`config.mk`:
```
export PLATFORM = sky130hd
export DESIGN_NAME = burst_sram_address_control
export DESIGN_NICKNAME = d
export VERILOG_FILES = /design/src/rtl/burst_sram_pkg.sv /design/src/rtl/burst_sram_address_control.sv
export VERILOG_INCLUDE_DIRS = /design/src /design/src/rtl
export SDC_FILE = /design/constraint.sdc
export NUM_CORES = 1
export LEC_CHECK = 0
export BUFFER_PORTS_ARGS = -buffer_cell sky130_fd_sc_hd__buf_4
export CAP_MARGIN = 20
export CELL_PAD_IN_SITES_DETAIL_PLACEMENT = 1
export CELL_PAD_IN_SITES_GLOBAL_PLACEMENT = 1
export CORE_ASPECT_RATIO = 1.2
export CORE_MARGIN = 3
export CORE_UTILIZATION = 32
export CTS_CLUSTER_SIZE = 16
export DETAILED_ROUTE_END_ITERATION = 10
export PLACE_DENSITY_LB_ADDON = 0.1
export SKIP_LAST_GASP = 1
export SLEW_MARGIN = 20
export SYNTH_ARGS = -nofsm -noshare
export SYNTH_HDL_FRONTEND = slang
export SYNTH_SLANG_ARGS = --single-unit
```
`constraint.sdc`:
```
create_clock -name clk -period 1.8 [get_ports clk]
set_input_delay 0.09 -clock clk [delete_from_list [all_inputs] [get_ports clk]]
set_output_delay 0.09 -clock clk [all_outputs]
set_load 0.01 [all_outputs]
```
`src/rtl/burst_sram_params.svh`:
```
`ifndef BURST_SRAM_PARAMS_SVH
`define BURST_SRAM_PARAMS_SVH
// ****************************************
// Widths and burst constants
// ****************************************
`define BSR_ADDR_W      18
`define BSR_BURST_W     2
`define BSR_LANE_BITS   8
`define BSR_WIDTH_X18   2'h0
`define BSR_WIDTH_X32   2'h1
`define BSR_WIDTH_X36   2'h2
`define BSR_COUNT_RST   2'h0
`define BSR_COUNT_STEP  2'h1
`endif

```
`src/rtl/burst_sram_pkg.sv`:
```
`include "burst_sram_params.svh"
package burst_sram_pkg;
    typedef enum logic [1:0] {
        ST_IDLE  = 2'b00,
        ST_READ  = 2'b01,
        ST_WRITE = 2'b11,
        ST_SLEEP = 2'b10
    } op_state_t;

    typedef struct packed {
        logic proc_strobe_n;
        logic ctrl_strobe_n;
        logic primary_n;
        logic secondary_hi;
        logic secondary_n;
    } start_ctl_t;

    typedef struct packed {
        logic       full_word_write_n;
        logic       byte_write_gate_n;
        logic [3:0] lane_write_n;
    } write_ctl_t;
endpackage : burst_sram_pkg
```
`src/rtl/burst_sram_address_control.sv`:
```
`timescale 1ns/1ps
`include "burst_sram_params.svh"
module burst_sram_address_control #(
    parameter int                    ADDR_W = `BSR_ADDR_W,
    parameter logic [1:0]            WIDTH  = `BSR_WIDTH_X36
) (
    input  wire logic                clk,
    input  wire logic                rst,
    input  wire burst_sram_pkg::start_ctl_t start_ctl,
    input  wire burst_sram_pkg::write_ctl_t write_ctl,
    input  wire logic                burst_advance_n,
    input  wire logic                burst_mode,
    input  wire logic                sleep_request,
    input  wire logic [ADDR_W-1:0]   ext_addr,
    input  wire logic [35:0]         data_in,
    output logic [ADDR_W-1:0]        mem_addr,
    output logic [3:0]               lane_write_en,
    output logic [3:0]               parity_write_en,
    output logic [31:0]              wr_data,
    output logic [3:0]               wr_parity,
    output logic                     write_valid,
    output logic                     read_valid,
    output logic                     powered_down,
    output logic                     asleep
);
    import burst_sram_pkg::*;

    // ****************************************
    // Lane layout
    // ****************************************
    localparam logic [3:0] LANES_PRESENT = (WIDTH == `BSR_WIDTH_X18) ? 4'h3 : 4'hf;
    localparam logic [3:0] PARITY_PRESENT =
        (WIDTH == `BSR_WIDTH_X32) ? 4'h0 : LANES_PRESENT;

    // ****************************************
    // Start decode
    // ****************************************
    logic                sleep_s1_r, sleep_s2_r;
    op_state_t           state_r, state_nxt;
    logic [ADDR_W-1:0]   base_r;
    logic [1:0]          count_r, count_nxt;
    logic                mode_r;
    logic                load;
    logic                proc_start;
    logic                ctrl_start;
    logic                sec_ok;
    logic                is_write;

    always_ff @(posedge clk) begin
        sleep_s1_r <= sleep_request;
        sleep_s2_r <= sleep_s1_r;
    end

    assign sec_ok     = start_ctl.secondary_hi && !start_ctl.secondary_n;
    assign proc_start = !start_ctl.proc_strobe_n && !start_ctl.primary_n;
    assign ctrl_start = !start_ctl.ctrl_strobe_n && !proc_start;
    assign load       = proc_start || ctrl_start;
    assign is_write   = !write_ctl.full_word_write_n ||
                        (!write_ctl.byte_write_gate_n && (write_ctl.lane_write_n != 4'hf));

    always_comb begin
        state_nxt = state_r;
        if (sleep_s2_r) begin
            state_nxt = ST_SLEEP;
        end else if (proc_start) begin
            state_nxt = sec_ok ? ST_READ : ST_SLEEP;
        end else if (ctrl_start) begin
            if (start_ctl.primary_n || !sec_ok) begin
                state_nxt = ST_SLEEP;
            end else begin
                state_nxt = is_write ? ST_WRITE : ST_READ;
            end
        end else if (state_r == ST_READ || state_r == ST_WRITE) begin
            state_nxt = is_write ? ST_WRITE : ST_READ;
        end
    end

    always_ff @(posedge clk) begin
        if (rst) begin
            state_r <= ST_IDLE;
        end else begin
            state_r <= state_nxt;
        end
    end

    // ****************************************
    // Burst counter
    // ****************************************
    always_comb begin
        count_nxt = count_r;
        if (load) begin
            count_nxt = `BSR_COUNT_RST;
        end else if (!burst_advance_n) begin
            count_nxt = count_r + `BSR_COUNT_STEP;
        end
    end

    always_ff @(posedge clk) begin
        if (rst) begin
            count_r <= `BSR_COUNT_RST;
            base_r  <= '0;
            mode_r  <= 1'b1;
        end else begin
            count_r <= count_nxt;
            mode_r  <= burst_mode;
            if (load && !sleep_s2_r) begin
                base_r <= ext_addr;
            end
        end
    end

    always_ff @(posedge clk) begin
        if (rst) begin
            mem_addr <= '0;
        end else if (load) begin
            mem_addr <= ext_addr;
        end else if (mode_r) begin
            mem_addr <= {base_r[ADDR_W-1:2], base_r[1:0] ^ count_nxt};
        end else begin
            mem_addr <= {base_r[ADDR_W-1:2], base_r[1:0] + count_nxt};
        end
    end

    // ****************************************
    // Write lanes and data capture
    // ****************************************
    logic [3:0] lane_sel;
    logic       wr_ok;
    assign wr_ok    = (state_nxt == ST_WRITE) && !proc_start;
    assign lane_sel = !write_ctl.full_word_write_n ? 4'hf :
                      (!write_ctl.byte_write_gate_n ? ~write_ctl.lane_write_n : 4'h0);

    always_ff @(posedge clk) begin
        if (rst) begin
            lane_write_en   <= 4'h0;
            parity_write_en <= 4'h0;
            wr_data         <= '0;
            wr_parity       <= 4'h0;
            write_valid     <= 1'b0;
            read_valid      <= 1'b0;
        end else begin
            lane_write_en   <= wr_ok ? (lane_sel & LANES_PRESENT) : 4'h0;
            parity_write_en <= wr_ok ? (lane_sel & PARITY_PRESENT) : 4'h0;
            wr_data         <= data_in[31:0];
            wr_parity       <= data_in[35:32] & PARITY_PRESENT;
            write_valid     <= wr_ok;
            read_valid      <= (state_nxt == ST_READ);
        end
    end

    assign powered_down = (state_r == ST_SLEEP);
    assign asleep       = sleep_s2_r;

    // ****************************************
    // Checks
    // ****************************************
    proc_read_a: assert property (@(posedge clk) disable iff (rst)
        proc_start && sec_ok && !sleep_s2_r |=> read_valid && !write_valid && mem_addr == $past(ext_addr))
        else $error("processor strobe did not start a read");
    proc_ignore_a: assert property (@(posedge clk) disable iff (rst)
        !start_ctl.proc_strobe_n && start_ctl.primary_n && start_ctl.ctrl_strobe_n && !sleep_s2_r
        && state_r == ST_IDLE |=> state_r == ST_IDLE)
        else $error("processor strobe not ignored");
    proc_down_a: assert property (@(posedge clk) disable iff (rst)
        proc_start && !sec_ok |=> powered_down)
        else $error("no power-down on secondary deselect");
    ctrl_load_a: assert property (@(posedge clk) disable iff (rst)
        ctrl_start && !start_ctl.primary_n && sec_ok && !sleep_s2_r |=> mem_addr == $past(ext_addr)
        && (read_valid || write_valid))
        else $error("controller strobe did not load");
    ctrl_down_a: assert property (@(posedge clk) disable iff (rst)
        !start_ctl.ctrl_strobe_n && start_ctl.primary_n |=> powered_down)
        else $error("controller deselect missed");
    burst_hold_a: assert property (@(posedge clk) disable iff (rst)
        !load && burst_advance_n |=> $stable(count_r))
        else $error("counter moved on wait");
    lane_x32_a: assert property (@(posedge clk) disable iff (rst)
        WIDTH == `BSR_WIDTH_X32 |-> parity_write_en == 4'h0 && wr_parity == 4'h0)
        else $error("parity lane active on x32");
    full_write_a: assert property (@(posedge clk) disable iff (rst)
        wr_ok && !write_ctl.full_word_write_n |=> lane_write_en == LANES_PRESENT)
        else $error("full word write incomplete");
    data_cap_a: assert property (@(posedge clk) disable iff (rst)
        1'b1 |=> wr_data == $past(data_in[31:0]))
        else $error("write data not captured");
endmodule : burst_sram_address_control

```
==> results of run 1 <==
## final cells by class
cell class | count | share of cell area, %
well taps | 114 | 3.05
multi-input cells | 181 | 20.5
repair buffers | 199 | 35.2
clock buffers | 10 | 2.95
flip-flops and latches | 85 | 36.4
inverters | 1 | 0.0803
clock inverters | 6 | 1.85
## layer usage
layer  global-route usage, %  vias up  share of wire, %
met1                    20.0     1238                37
li1                        -     1291                 -
met4                    8.42        0               2.2
met3                    5.66       13               5.6
met2                    34.3       77                55
met5                       0        -                 0
## report_power, final
part	internal, uW	switching, uW	total, uW
Clock	816	686	1500
Sequential	1980	36.5	2020
Combinational	345	253	597
Total	3140	976	4120
## through the flow
stage | hold slack, ns | power (uW) | instance area [sq um] | worst slack, ns | util (%)
final | 0.0225 | 4120 | 4670 | 0.298 | 56.7
after floorplan | 0.118 | 2260 | 2750 | 0.184 | -
after CTS | 0.00113 | 4160 | 4670 | 0.274 | 56.7
after global placement | 0.195 | 2530 | 3850 | 0.338 | 46.7
after detailed placement | 0.197 | 2550 | 3850 | 0.299 | 46.7
after global routing | 0.0263 | 4310 | 4670 | 0.117 | 56.7
## Yosys cell counts
master and number:
xnor2_1 3, buf_4 4, or3b_4 1, o21ai_0 1, nand3_1 1, a211oi_4 1, nand2b_1 2, nor3_1 2
dfxtp_1 85, a21boi_0 1, and4_1 1, ha_1 1, nand4b_4 1, o21ai_1 1, nor2_2 1, nand2_1 70
nor2b_1 39, a21oi_1 37, inv_1 1, nor2_1 7, or2_2 1, a211oi_1 1, clkbuf_1 8, o211ai_1 1
a31oi_1 1, xor2_1 1, buf_1 3, buf_2 4, o21a_1 6
## worst min-delay path, stage by stage
cell,delay [ns]
buf_4,0.11
o21a_1,0.11
nor2_1,0.03
## registers in the layout, indices dropped and copies added, names as in the netlist, 2 cells and up
register,count
state_r,2
mem_addr,18
wr_parity,4
count_r,2
parity_write_en,4
wr_data,32
base_r,18
## how the worst max path moves through the flow
stage                      start           to  slack, ns
finish                count_r[0]  mem_addr[1]       0.30
global route          count_r[0]  mem_addr[1]       0.12
CTS                   count_r[0]  mem_addr[1]       0.27
detailed placement    count_r[0]  mem_addr[1]       0.30
global placement      count_r[0]  mem_addr[1]       0.34
floorplan           start_ctl[4]  mem_addr[1]       0.18
## cell families after synthesis
logic type | count (synthesis)
xor+xnor | 4
flops | 85
fa+ha+maj | 1
buf+inv | 20
compound gates | 50
simple gates | 126
==> impl_metrics.yaml, run 1 <==
outcome:
  outcome: "completed"
global_route:
  antenna_found_initial: 0
  grt_overflow: 0
  grt_pass1_wl_mm: 14.3
  grt_max_degree: 67
  track_usage_pct: 18.9
  grt_pass1_vias: 2809
cells_and_area:
  nets: 548
  area_growth_pct: 69.9
  num_antenna_cells: 0
  seqCellArea_sq_um: 1700
  drive_above_1_share_pct: 33.4
  fin_cells: 596
  final_common_cell: "buf_4"
  final_cell_mix: "buf_4, dfxtp_1, nand2_1"
  multiInputGateArea_sq_um: 957
  fillers: 953
place:
  gp_congestion: 0.718
  io_buffers: 135
  placed_cells: 520
  hpwl_mm: 5.34
synthesis:
  seq_area_frac_synth_pct: 61.9
  avgSynthCellArea_sq_um: 9.62
  yosysUniqueCellTypes: 29
  yosys.area_share.simple_pct: 22.4
  yosys_warnings: 0
  synth_xor_xnor_area_share_pct: 1.27
  synth_adder_area_share_pct: 0.455
  ys_seq_elements: 85
  muxShareOfSynthArea_pct: 0
  synth_top_family_by_area: "simple AND/OR/NAND/NOR gates"
  syn_inst: 286
  netlist_area_sq_um: 2750
  synthTopCellsByArea: "dfxtp_1, nand2_1, nor2b_1"
  synth.top_cell.area_share_pct: 61.9
  synth_compound_area_share_pct: 10.5
  syn_nets: 357
  synth_top_cell_by_area: "dfxtp_1"
hold_path:
  hold-path-cell-count: 3
  hold_end: "parity_write_en[2]"
  hold_start: "write_ctl[4]"
  hp-class: "input pin to register"
setup_path:
  crit_required_ns: 2.08
  end_kind: "register"
  timing.reg2reg.setup_slack_ns: 0.30
  crit_chain: "xor2_1, nor2_1, ha_1, nor2b_1, xnor2_1, xnor2_1, a211oi_1"
  cp_num_cells: 7
  cpMostUsedCell: "xnor2_1"
  r2r_end: "mem_addr[1]"
  cp_max_fo: 2
  max_stage_delay_ns: 0.35
  r2r_start: "count_r[0]"
  r2r_cells: 7
  criticalPathCategory: "register to register"
  worst_ep_arrival_time_ns: 1.78
  crit_buf_inv: 0
  cp_slowest_cell: "dfxtp_1"
  cp-start-kind: "register"
  crit_family: "XOR/XNOR gates"
sta:
  hold_viol: 0
  fmax_mhz: 666
  post-route-period-util_pct: 83.5
  fin_crit_ns: 1.50
  maxSlewHeadroom_pct: 48.4
  setup_viol: 0
  tns_ns: 0
  skew_ns: 0.00671
  finalMaxSlewViolations: 0
  tightest_slew_ns: 0.774
  rsz0062_at_grt: "false"
floorplanning:
  core_sq_um: 8240
  die_h_um: 108
  rows: 36
  die_area_sq_um: 9750
  die_w_um: 90.6
  io_pins: 136
  start_util_pct: 33.4
route:
  drc: 0
  avgViaCountPerCell: 4.39
  routed_wl_mm: 8.78
  drtIter0Drc: 92
  post_drt_wl_per_cell_um: 14.7
  vias: 2619
  drt_first_pass_iters: 4
  postRouteAntennaNets: 0
clocking:
  htreeDepth: 3
  clk_root_buffer_cell: "clkbuf_8"
  postCtsHoldBufs: 60
  cts_setup_buffers: 0
  clk_path_buf_depth: 2
  path_clk_slew_ns: 0.08
  cts_sinks: 85
  cts_tree: "built"
  post_cts_resized: 0
  cts_made_buffers: 9
  clkLatencyLatePin_ns: 0.36
power:
  ir_worst_vdd_mv: 0.559
  power_density_nw_per_um2: 881
  p_leak_uw: 0.00209
run:
  maxCapViolations: 0
Power figures use the tool's default switching activity.
==> run 2: changes to the inputs <==
Settings changed: ABC_AREA set to 1, CORE_UTILIZATION 32 to 28.
Clock period 1.8 ns to 1.3 ns, I/O delays scaled along.
==> run 2 against run 1 <==
The flow now finishes with violations (setup timing). Synthesized cell count up 16%. Worst setup slack worse by 0.35 ns. Critical path type unchanged. Utilization down 6.0 points. Maximum frequency up 11%. Worst hold slack better by 0.0073 ns. Cell count up 9.7%. Critical path depth up 3. Largest cell class unchanged. Count of clock-buffer cells in the layout down 1. Combinational power up 48%. Register-to-register slack worse by 0.35 ns. Non-clock buffer count up 3. Power up 61%.
==> impl_metrics.yaml, run 2 <==
floorplanning:
  die_w_um: 96.9
  io_pins: 136
  die_h_um: 115
  rows: 39
  die_area_sq_um: 11200
  start_util_pct: 28.9
  core_sq_um: 9610
power:
  power_density_nw_per_um2: 1360
  p_leak_uw: 0.00246
  power_uw: 6610
  ir_worst_vdd_mv: 0.706
  clkPwrFrac_pct: 44.0
  p_int_uw: 5130
  combPwrFrac_pct: 13.4
  seqPwrFrac_pct: 42.6
  swShare_pct: 22.4
  power.switching_uw: 1480
run:
  maxCapViolations: 0
route:
  drc: 0
  drt_first_pass_iters: 4
  vias: 2778
  post_drt_wl_per_cell_um: 13.0
  postRouteAntennaNets: 0
  drtIter0Drc: 42
  avgViaCountPerCell: 4.25
  routed_wl_mm: 8.51
clocking:
  path_clk_slew_ns: 0.06
  cts_made_buffers: 9
  clkLatencyLatePin_ns: 0.33
  cts_sinks: 85
  htreeDepth: 3
  clk_path_buf_depth: 2
  cts_tree: "built"
  clk_root_buffer_cell: "clkbuf_16"
sta:
  post-route-period-util_pct: 104
  setup_slack_ns: -0.0489
  hold_viol: 0
  finalMaxSlewViolations: 0
  fmax_mhz: 741
  setup_viol: 1
  maxSlewHeadroom_pct: 76.4
  rsz0062_at_grt: "true"
  tightest_slew_ns: 0.354
  fin_crit_ns: 1.35
  tns_ns: -0.0489
  skew_ns: 0.00556
synthesis:
  synth_edf_count: 0
  synth.top_cells.by_count: "nor2_1, dfxtp_1, inv_1, o21ai_0, a21oi_1"
  synth.most_common_cell: "nor2_1"
  synth.top_cell.area_share_pct: 61.3
  async_flop_share_pct: 0
  netlist_area_sq_um: 2780
  ys_seq_elements: 85
  avgSynthCellArea_sq_um: 8.39
  yosysUniqueCellTypes: 21
  yosys_warnings: 0
  seq_area_frac_synth_pct: 61.3
  synth_ff_type: "dfxtp_1"
  synth_top_cell_by_area: "dfxtp_1"
  synthTopCellsByArea: "dfxtp_1, nor2_1, inv_1"
  syn_inst: 331
  syn_nets: 402
place:
  io_buffers: 135
  gp_congestion: 0.733
  hpwl_mm: 5.49
  placed_cells: 580
cells_and_area:
  top_register: "wr_data"
  nets: 597
  top_regs: "wr_data (32), base_r (18), mem_addr (18)"
  final_common_cell: "buf_4"
  num_antenna_cells: 0
  fin_cells: 654
  drive_above_1_share_pct: 33.5
  area_growth_pct: 75.4
  final_cell_mix: "buf_4, nor2_1, dfxtp_1"
  largest_reg_flops: 32
  fin_util_pct: 50.7
global_route:
  grt_max_degree: 36
  grt_pass1_vias: 2891
  grt_pass1_wl_mm: 14.0
  track_usage_pct: 15.6
  grt_overflow: 0
  antenna_found_initial: 0
outcome:
  outcome: "complete, but fails checks"
  violations: "setup timing"
setup_path:
  criticalPathCategory: "register to register"
  worst_ep_arrival_time_ns: 1.57
  cp_max_fo: 2
  end_kind: "register"
  cp-start-kind: "register"
  r2r_start: "count_r[0]"
  crit_required_ns: 1.52
  critPathLaunch: "count_r[0]"
hold_path:
  hp-class: "input pin to register"
  hold_start: "write_ctl[3]"
run 2: per-layer routing:
metal  share of wire (%)  up-vias  track usage [%]
li1                    -     1385                -
met1                  38     1302             16.6
met2                  54       80             28.5
met3                 6.9       11             6.01
met4                 1.5        0             5.43
met5                   0        -                0
run 2: power by group through the flow:
stage | Sequential, uW | Clock (uW) | Combinational, uW
floorplan | 2920 | 0 | 259
global placement | 2870 | 0 | 724
detailed placement | 2870 | 0 | 739
CTS | 2820 | 2990 | 883
global route | 2830 | 3100 | 984
finish | 2810 | 2910 | 886
run 2: kinds of logic after synthesis:
group | count (synthesis) | synth area share, %
buffers and inverters | 72 | 11.0
flip-flops | 85 | 61.3
XOR/XNOR | 2 | 0.631
AND/OR/NAND/NOR | 115 | 16.4
adder cells (fa/ha/maj) | 1 | 0.451
AO/OA/AOI/OAI | 56 | 10.2
run 2: cell type report:
type | instances | area, sq um
timing repair buffer | 202 | 1670
tap | 123 | 154
inverter | 54 | 203
multi-input combinational | 174 | 798
fill | 1140 | 4740
sequential | 85 | 1700
clock inverter | 7 | 114
clock buffer | 9 | 225
run 2: worst paths after layout:
path	cells past startpoint	slack [ns]	to
setup / recovery	10	-0.05	mem_addr[1]
hold / removal	4	0.03	parity_write_en[3]
setup reg to reg	10	-0.05	mem_addr[1]
hold reg to reg	0	0.33	asleep
run 2: through the flow:
stage	cell area [sq um]	hold WS, ns	setup WS [ns]
2_1_floorplan	2780	0.0927	0.0246
3_3_place_gp	3920	0.170	0.0101
3_5_place_dp	3920	0.173	-0.0774
4_1_cts	4850	0.0158	-0.0280
5_1_grt	4870	0.0454	-0.139
6_report	4870	0.0298	-0.0489
run 2: worst max-delay path, stage by stage (launching register included):
cell and delay, ns:
dfxtp_2 0.32, nand2_2 0.06, inv_2 0.04, nor3_2 0.14
ha_2 0.19, nand2_2 0.06, xor2_2 0.15, nand2_1 0.07
nand2_1 0.05, nor2_1 0.10, nor2_1 0.04
run 2: timing repair:
item,4_1_cts,5_1_grt
buffers inserted,0,0
pin swaps,2,5
resized for setup,2,9
endpoints found under the setup margin,1,7
hold endpoints to repair,61,0
hold buffers,58,0
gates cloned,0,0
